[src/cmc_defs.svh]
`ifndef CMC_DEFS_SVH
`define CMC_DEFS_SVH

// Gear codes: divide the high-speed clock by 1, 2, 4 or 8
`define CMC_GEAR_DIV1 2'h0
// Countdown loaded by a gear write; the new gear is applied five cycles after the write
`define CMC_GEAR_DELAY 3'h4
// Clock output selections
`define CMC_SCO_LS 2'h0
`define CMC_SCO_SYS2 2'h1
`define CMC_SCO_SYS 2'h2
`define CMC_SCO_PRE 2'h3
// Low-power request codes
`define CMC_LP_RUN 2'h0
`define CMC_LP_IDLE 2'h1
`define CMC_LP_SLEEP 2'h2
`define CMC_LP_STOP 2'h3
// Warm-up: zero selection means no count, high-speed exponent base
`define CMC_WU_NONE 3'h0
`define CMC_WU_HS_BASE 5'h09
// Low-speed warm-up exponents for selections 1 to 7
`define CMC_WU_LS1 5'h06
`define CMC_WU_LS2 5'h07
`define CMC_WU_LS3 5'h08
`define CMC_WU_LS4 5'h0F
`define CMC_WU_LS5 5'h10
`define CMC_WU_LS6 5'h11
`define CMC_WU_LS7 5'h12
// Low-speed exponents packed by selection; entry zero is never counted
`define CMC_WU_LS_TABLE {`CMC_WU_LS7, `CMC_WU_LS6, `CMC_WU_LS5, `CMC_WU_LS4, \
    `CMC_WU_LS3, `CMC_WU_LS2, `CMC_WU_LS1, 5'h00}
// Prescaler divide code for the undivided source
`define CMC_PRE_DIV1 3'h0

`endif

[src/cmc_pkg.sv]
package cmc_pkg;
    // Operating mode, derived from the clock actually driving the system
    typedef enum logic {CMC_NORMAL, CMC_SLOW} cmc_mode_e;
    // Warm-up counter word
    typedef logic [18:0] cmc_wu_t;
endpackage

[src/cmc_clock_mode_ctrl.sv]
`timescale 1ns/1ps
`include "cmc_defs.svh"

// Summary of operation
// - Start pulse runs warm-up on chosen source
// - Warm-up status high while counting
// - Select 1 low-speed, 0 geared high-speed
// - Status flips only after switch completes
// - Gear divides by 1/2/4/8, reset one
// - Gear change applied after short delay
// - Prescaler divides peripheral source, reset undivided
// - Output select routes four clocks
// - Output held static in low-power modes, except the low-speed selection
// - Pin drives only when direction and function
// - NORMAL high-speed, SLOW low-speed system clock
// - Reset enters NORMAL on high-speed clock
// - SLOW stops high-speed peripherals
// - Core clock halted in low-power modes
// - PLL off after reset until enabled
// - Status 0 high-speed, 1 low-speed
module cmc_clock_mode_ctrl (
    input wire logic ref_clk,
    input wire logic rstn,
    input wire logic high_speed_clock,
    input wire logic low_speed_clock,
    input wire logic hs_osc_enable,
    input wire logic ls_osc_enable,
    input wire logic pll_enable_bit,
    input wire logic warmup_source_select,
    input wire logic [2:0] warmup_time_field,
    input wire logic warmup_start_bit,
    input wire logic system_clock_select_bit,
    input wire logic [1:0] gear_field,
    input wire logic gear_write,
    input wire logic peripheral_source_select,
    input wire logic [2:0] prescaler_divide_field,
    input wire logic [1:0] clock_output_select,
    input wire logic port_k1_direction_bit,
    input wire logic port_k1_function_bit,
    input wire logic [1:0] low_power_mode,
    output logic warmup_status_bit,
    output logic system_clock_status_bit,
    output logic system_clock,
    output logic prescaler_base_clock,
    output logic clock_output_pin,
    output logic clock_output_oe,
    output logic core_clock_enable,
    output logic periph_clock_enable,
    output logic pll_active,
    output logic slow_mode,
    output logic [1:0] gear_active
);
    // Pin synchronisers; stage 0 is read only by stage 1
    logic [1:0] hs_sync_reg, ls_sync_reg;
    logic hs_prev_reg, ls_prev_reg;
    // Clock path state
    logic [1:0] gear_reg, gear_next, gear_pend_reg, gear_pend_next;
    logic [2:0] gear_dly_reg, gear_dly_next;
    logic [2:0] gdiv_reg, gdiv_next;
    logic [4:0] pdiv_reg, pdiv_next;
    logic sys_clk_reg, sys_clk_next, sys2_reg, sys2_next;
    logic pre_clk_reg, pre_clk_next, ls_lvl_reg, ls_lvl_next, status_reg, status_next;
    cmc_pkg::cmc_mode_e mode_reg, mode_next;
    // Warm-up state
    logic wu_busy_reg, wu_busy_next;
    cmc_pkg::cmc_wu_t wu_cnt_reg, wu_cnt_next, wu_lim_reg, wu_lim_next;
    logic wu_src_reg, wu_src_next;
    // Output pin and mode flags
    logic sco_reg, sco_next, sco_oe_reg, sco_oe_next;
    logic core_en_reg, core_en_next, per_en_reg, per_en_next, pll_reg, pll_next;
    // Combinational ticks: one per half period of each clock
    logic hs_run, ls_run, hs_tick, ls_tick, hs_rise, ls_rise, lp_run;
    logic gear_tick, per_tick, pre_tick, sys_tick, new_tick;
    logic [2:0] gmask;
    logic [5:0] pmask;
    logic [4:0] wu_exp;
    localparam logic [7:0][4:0] wu_ls_exps = `CMC_WU_LS_TABLE; // Indexed by time selection

    // Oscillators stop in SLEEP (high-speed) and STOP (both)
    always_comb begin
        lp_run = (low_power_mode == `CMC_LP_RUN);
        hs_run = hs_osc_enable && (low_power_mode != `CMC_LP_SLEEP)
                 && (low_power_mode != `CMC_LP_STOP);
        ls_run = ls_osc_enable && (low_power_mode != `CMC_LP_STOP);
        hs_tick = hs_run && (hs_sync_reg[1] != hs_prev_reg);
        ls_tick = ls_run && (ls_sync_reg[1] != ls_prev_reg);
        hs_rise = hs_tick && hs_sync_reg[1];
        ls_rise = ls_tick && ls_sync_reg[1];
        // Gear divider picks every 1st, 2nd, 4th or 8th half period
        gmask = 3'((4'h1 << gear_reg) - 4'h1);
        gear_tick = hs_tick && ((gdiv_reg & gmask) == 3'h0);
        // Peripheral source: geared clock or raw high-speed clock
        per_tick = peripheral_source_select ? hs_tick : gear_tick;
        pmask = 6'((7'h01 << prescaler_divide_field) - 7'h01);
        pre_tick = per_tick && ((pdiv_reg & pmask[4:0]) == 5'h00);
        sys_tick = status_reg ? ls_tick : gear_tick;
        new_tick = system_clock_select_bit ? ls_tick : gear_tick;
    end

    // Clock path next state
    always_comb begin
        gear_next = gear_reg;
        gear_pend_next = gear_pend_reg;
        gear_dly_next = gear_dly_reg;
        gdiv_next = hs_tick ? 3'(gdiv_reg + 3'h1) : gdiv_reg;
        pdiv_next = per_tick ? 5'(pdiv_reg + 5'h01) : pdiv_reg;
        sys_clk_next = sys_clk_reg;
        sys2_next = sys2_reg;
        status_next = status_reg;
        ls_lvl_next = ls_tick ? !ls_lvl_reg : ls_lvl_reg;
        // Prescaler clock stops with the peripherals
        pre_clk_next = (pre_tick && per_en_reg) ? !pre_clk_reg : pre_clk_reg;
        // A write arms the delay; the new gear lands when it runs out
        if (gear_write) begin
            gear_pend_next = gear_field;
            gear_dly_next = `CMC_GEAR_DELAY;
        end else if (gear_dly_reg != 3'h0) begin
            gear_dly_next = 3'(gear_dly_reg - 3'h1);
            if (gear_dly_reg == 3'h1) begin
                gear_next = gear_pend_reg;
            end
        end
        // Switch only from a low phase and on the new source's edge,
        // so no high phase is ever cut short
        if (system_clock_select_bit != status_reg) begin
            if (!sys_clk_reg && new_tick) begin
                status_next = system_clock_select_bit;
                sys_clk_next = 1'b1;
                sys2_next = !sys2_reg;
            end else if (sys_clk_reg && sys_tick) begin
                sys_clk_next = 1'b0; // Old source ends its high phase first
            end
        end else if (sys_tick) begin
            sys_clk_next = !sys_clk_reg;
            if (!sys_clk_reg) begin
                sys2_next = !sys2_reg;
            end
        end
        mode_next = status_next ? cmc_pkg::CMC_SLOW : cmc_pkg::CMC_NORMAL;
    end

    // Clock path registers; reset gives NORMAL, gear 1/1, undivided
    always_ff @(posedge ref_clk) begin
        if (!rstn) begin
            {hs_sync_reg, ls_sync_reg, hs_prev_reg, ls_prev_reg} <= 6'h00;
            gear_reg <= `CMC_GEAR_DIV1;
            gear_pend_reg <= `CMC_GEAR_DIV1;
            gear_dly_reg <= 3'h0;
            {gdiv_reg, pdiv_reg} <= 8'h00;
            {sys_clk_reg, sys2_reg, pre_clk_reg, ls_lvl_reg} <= 4'h0;
            status_reg <= 1'b0;
            mode_reg <= cmc_pkg::CMC_NORMAL;
        end else begin
            hs_sync_reg <= {hs_sync_reg[0], high_speed_clock};
            ls_sync_reg <= {ls_sync_reg[0], low_speed_clock};
            hs_prev_reg <= hs_sync_reg[1];
            ls_prev_reg <= ls_sync_reg[1];
            gear_reg <= gear_next;
            gear_pend_reg <= gear_pend_next;
            gear_dly_reg <= gear_dly_next;
            gdiv_reg <= gdiv_next;
            pdiv_reg <= pdiv_next;
            sys_clk_reg <= sys_clk_next;
            sys2_reg <= sys2_next;
            pre_clk_reg <= pre_clk_next;
            ls_lvl_reg <= ls_lvl_next;
            status_reg <= status_next;
            mode_reg <= mode_next;
        end
    end

    // Warm-up exponent per source; selection zero skips the count
    always_comb begin
        wu_exp = warmup_source_select ? wu_ls_exps[warmup_time_field]
                 : 5'(`CMC_WU_HS_BASE + {2'h0, warmup_time_field});
    end

    // Warm-up and output control next state
    always_comb begin
        wu_busy_next = wu_busy_reg;
        wu_cnt_next = wu_cnt_reg;
        wu_lim_next = wu_lim_reg;
        wu_src_next = wu_src_reg;
        // A start pulse wins over completion in the same cycle
        if (warmup_start_bit && (warmup_time_field != `CMC_WU_NONE)) begin
            wu_busy_next = 1'b1;
            wu_cnt_next = '0;
            wu_lim_next = cmc_pkg::cmc_wu_t'(1) << wu_exp;
            wu_src_next = warmup_source_select;
        end else if (warmup_start_bit) begin
            wu_busy_next = 1'b0;
        end else if (wu_busy_reg && (wu_src_reg ? ls_rise : hs_rise)) begin
            wu_cnt_next = cmc_pkg::cmc_wu_t'(wu_cnt_reg + 19'h00001);
            if (wu_cnt_next == wu_lim_reg) begin
                wu_busy_next = 1'b0;
            end
        end
        // Clocks other than low-speed freeze outside NORMAL and SLOW
        sco_next = sco_reg;
        case (clock_output_select)
            `CMC_SCO_LS: sco_next = ls_lvl_reg;
            `CMC_SCO_SYS2: sco_next = lp_run ? sys2_reg : sco_reg;
            `CMC_SCO_SYS: sco_next = lp_run ? sys_clk_reg : sco_reg;
            `CMC_SCO_PRE: sco_next = lp_run ? pre_clk_reg : sco_reg;
            default: sco_next = sco_reg;
        endcase
        sco_oe_next = port_k1_direction_bit && port_k1_function_bit;
        core_en_next = lp_run;
        // Peripherals run only in NORMAL and IDLE
        per_en_next = !status_next && ((low_power_mode == `CMC_LP_RUN)
                      || (low_power_mode == `CMC_LP_IDLE));
        pll_next = pll_enable_bit && per_en_next;
    end

    // Warm-up and output registers
    always_ff @(posedge ref_clk) begin
        if (!rstn) begin
            {wu_busy_reg, wu_src_reg, sco_reg, sco_oe_reg} <= 4'h0;
            {wu_cnt_reg, wu_lim_reg} <= '0;
            {core_en_reg, per_en_reg} <= 2'h3;
            pll_reg <= 1'b0;
        end else begin
            wu_busy_reg <= wu_busy_next;
            wu_cnt_reg <= wu_cnt_next;
            wu_lim_reg <= wu_lim_next;
            wu_src_reg <= wu_src_next;
            sco_reg <= sco_next;
            sco_oe_reg <= sco_oe_next;
            core_en_reg <= core_en_next;
            per_en_reg <= per_en_next;
            pll_reg <= pll_next;
        end
    end

    // Pin carries the selected clock whatever the configuration; only the enable follows it
    assign clock_output_pin = sco_reg;
    assign clock_output_oe = sco_oe_reg;
    assign warmup_status_bit = wu_busy_reg;
    assign system_clock_status_bit = status_reg;
    assign system_clock = sys_clk_reg;
    assign prescaler_base_clock = pre_clk_reg;
    assign core_clock_enable = core_en_reg;
    assign periph_clock_enable = per_en_reg;
    assign pll_active = pll_reg;
    assign slow_mode = (mode_reg == cmc_pkg::CMC_SLOW);
    assign gear_active = gear_reg;
endmodule

[config.mk]
export PLATFORM = sky130hd
export DESIGN_NAME = cmc_clock_mode_ctrl
export DESIGN_NICKNAME = d
export VERILOG_FILES = /design/src/cmc_pkg.sv /design/src/cmc_clock_mode_ctrl.sv
export VERILOG_INCLUDE_DIRS = /design/src
export SDC_FILE = /design/constraint.sdc
export NUM_CORES = 1
export LEC_CHECK = 0
export ABC_AREA = 1
export BUFFER_PORTS_ARGS = -buffer_cell sky130_fd_sc_hd__buf_2
export CAP_MARGIN = 20
export CORE_MARGIN = 2
export CORE_UTILIZATION = 42
export CTS_CLUSTER_SIZE = 16
export DETAILED_ROUTE_END_ITERATION = 8
export GPL_ROUTABILITY_DRIVEN = 0
export PLACE_DENSITY = 0.69
export SLEW_MARGIN = 20
export SYNTH_ARGS = -nofsm -noshare
export SYNTH_HDL_FRONTEND = slang
export SYNTH_SLANG_ARGS = --single-unit
[constraint.sdc]
create_clock -name ref_clk -period 4.4 [get_ports ref_clk]
set_clock_uncertainty 0.2 [all_clocks]
set_input_delay 0 -clock ref_clk [delete_from_list [all_inputs] [get_ports ref_clk]]
set_output_delay 0 -clock ref_clk [all_outputs]
set_load 0.01 [all_outputs]
==> impl_metrics.json <==
{
  "status": "finished, final reports clean",
  "coreArea_um2": 9150,
  "cap_violations": 0,
  "hold_class": "in2reg",
  "pin_count": 38,
  "period_needed_ps": 2810,
  "cts_tree": "yes",
  "grt-ovfl-total": 0,
  "power_density_nw_per_um2": 292,
  "area_growth_pct": 20.5,
  "ys_top_cells_by_area": "dfxtp_1, nand2_1, inv_1",
  "crit_path_cell_trace": "dlygate4sd3_1 > buf_2 > inv_1 > nor2_1 > buf_4 > clkinv_1 > a211oi_1",
  "multi_input_area_um2": 2080,
  "grtUsageTotal_pct": 19.7,
  "clock-sinks": 71,
  "register_area_um2": 1420,
  "cts_root_buf": "clkbuf_8",
  "rsz0062_at_grt": "false",
  "die_area_um2": 10100,
  "antenna_found_initial": 0,
  "hold_start": "warmup_time_field[0]",
  "htreeDepth": 3,
  "clk_path_buf_depth": 2,
  "synthesis.nets": 619,
  "arrival_ps": 2860,
  "cp_slowest_stage_delay_ps": 690,
  "total_leakage_power_uw": 0.00211,
  "async_flop_share_pct": 0,
  "regToRegStartpoint": "ls_sync_reg[1]",
  "postSynthCellCount": 582,
  "cp.required_ps": 4450,
  "routedWlPerCell_um": 12.2,
  "cp_top_family": "buffers and inverters",
  "worstSetupPathType": "in2reg",
  "cts_resized": 0,
  "drtAntennaViolNets": 0,
  "synth_edf_count": 0,
  "fp.dieH_um": 101,
  "r2r_slack_ps": 1910,
  "synthTopCellsByCount": "nand2_1, inv_1, dfxtp_1, nor2_1, nand3_1",
  "hold_depth": 6,
  "worstHoldEndpoint": "wu_lim_reg[11]",
  "max-slew-margin-rel_pct": 42.9,
  "drtIter0Drc": 124,
  "r2r_end": "periph_clock_enable",
  "finalCritPeriodShare_pct": 63.9,
  "synth_area_per_cell_um2": 6.73,
  "setup_viol": 0,
  "clkSlewWorstSetupHoldPaths_ps": 80,
  "yosysTopAreaCell": "dfxtp_1",
  "cp-start-kind": "primary input",
  "path_buf_inv": 5,
  "start_util_pct": 42.8,
  "clock.fmax_ghz": 0.356,
  "drc": 0,
  "synth-seq-cells": 71,
  "antenna_cells": 0,
  "grt_first_pass_wirelength_um": 16100,
  "routed_wirelength_um": 9330,
  "rows": 35,
  "finalSetupTns_ps": 0,
  "utilization_pct": 51.6,
  "yosysWarnings": 0,
  "fillCellCount": 855,
  "ys.flop_type": "dfxtp_1",
  "worst_path_max_delay_cell": "clkinv_1",
  "syn_area_um2": 3920,
  "synth.distinct_cells": 40,
  "dr.pass1.iters": 5,
  "yosysMostFrequentCell": "nand2_1",
  "worst_pin_slew_ps": 851,
  "synth_seq_area_share_pct": 36.3,
  "place_hpwl_um": 6660,
  "hold_violations": 0,
  "via_per_inst": 5.02,
  "post_cts_buffers": 0,
  "cts-buffers-inserted": 9,
  "grt_pass1_vias": 3615,
  "drv_slew": 0,
  "die_w_um": 101,
  "synth.top_cell.area_share_pct": 36.3,
  "irDropWorstVdd_uv": 179,
  "grt_max_degree": 35,
  "drive_above_1_share_pct": 12.7,
  "r2r_cells": 9,
  "cp-end-kind": "flop",
  "vias": 3848,
  "io_buffers": 37,
  "worst-path-max-fanout": 34,
  "nets": 688,
  "clk_latency_ps": 350
}
==> cell type report <==
type | instances | area share, %
clock inverter | 7 | 1.70
sequential | 71 | 30.1
tap | 111 | 2.94
inverter | 97 | 7.74
timing repair buffer | 70 | 10.9
clock buffer | 9 | 2.62
multi-input combinational | 402 | 44.0
==> cell usage in the layout, fill, tap and decap left out, types with 2 or more instances in the layout <==
cell and instances:
xnor3_1 2, a211oi_1 9, nand3_4 2, nor2_2 3, ha_1 11, clkbuf_8 9
inv_1 92, nor2_1 68, o21ai_1 4, nand4_1 6, o22ai_1 7, a31oi_1 3
nand2_2 6, dlygate4sd3_1 32, inv_2 3, clkinvlp_4 2, nand2_1 129, xor2_1 2
nand3_1 47, dfxtp_1 71, inv_6 3, buf_2 37, nor3_1 6, o21ai_2 2
a21oi_1 31, o21ai_0 46, nor2_4 6
==> worst register-to-register path: stages (launching register included) <==
cell,delay [ps]
dfxtp_1,330
or2_2,290
a21oi_1,330
nor2_1,80
nor2_1,200
or2_0,120
o21ai_0,120
nand2_1,100
nand2_1,50
dlygate4sd3_1,570
==> per-stage QoR <==
stage	setup slack, ps	power, uW	instances	area (um2)	hold WS [ps]
finish	1590	1380	767	4720	29.8
global route	1340	1440	767	4720	85.0
CTS	1670	1390	767	4720	23.8
detailed placement	1820	819	719	4200	-11.5
global placement	1910	815	719	4200	-12.2
floorplan	2610	776	582	3920	-102
==> timing repair <==
item | in CTS | in global routing
hold endpoints to repair | 42 | 0
setup endpoints to repair | 0 | 0
hold buffers | 32 | 0
==> metal layers <==
metal  up-vias  track usage, %  share of wire (%)
met1      1732            25.3                 47
met3        12            2.57                3.3
li1       2014               -                  -
met4         0            7.38                1.5
met5         -               0                  0
met2        90            33.5                 48
==> logic make-up (layout without fill, tap and decap cells) <==
logic type	after synthesis	after routing	share of synthesized area (%)
xor gates and xnor gates	5	5	2.01
buffers and inverters	109	183	10.7
adders and majority gates	11	11	3.51
DFF	71	71	36.3
and+or+nand+nor	279	279	32.3
AOI/OAI and AO/OA	107	107	15.2
==> where the power goes <==
group	total, uW	leakage (uW)	internal [uW]	switching, uW
Sequential	673	0.000577	660	12.8
Clock	549	0.0000968	269	280
Combinational	158	0.00144	66.6	91.7
==> worst max path at each step <==
stage | start | to | slack (ps) | cells past startpoint
after floorplan | wu_cnt_reg[0] | warmup_status_bit | 2610 | 14
after global placement | rstn | wu_cnt_reg[10] | 1910 | 6
after detailed placement | rstn | wu_cnt_reg[10] | 1820 | 6
after CTS | rstn | wu_cnt_reg[10] | 1670 | 7
after global routing | rstn | wu_cnt_reg[14] | 1340 | 7
final | rstn | wu_cnt_reg[14] | 1590 | 7
No activity file was read; power rests on OpenSTA's default activity.
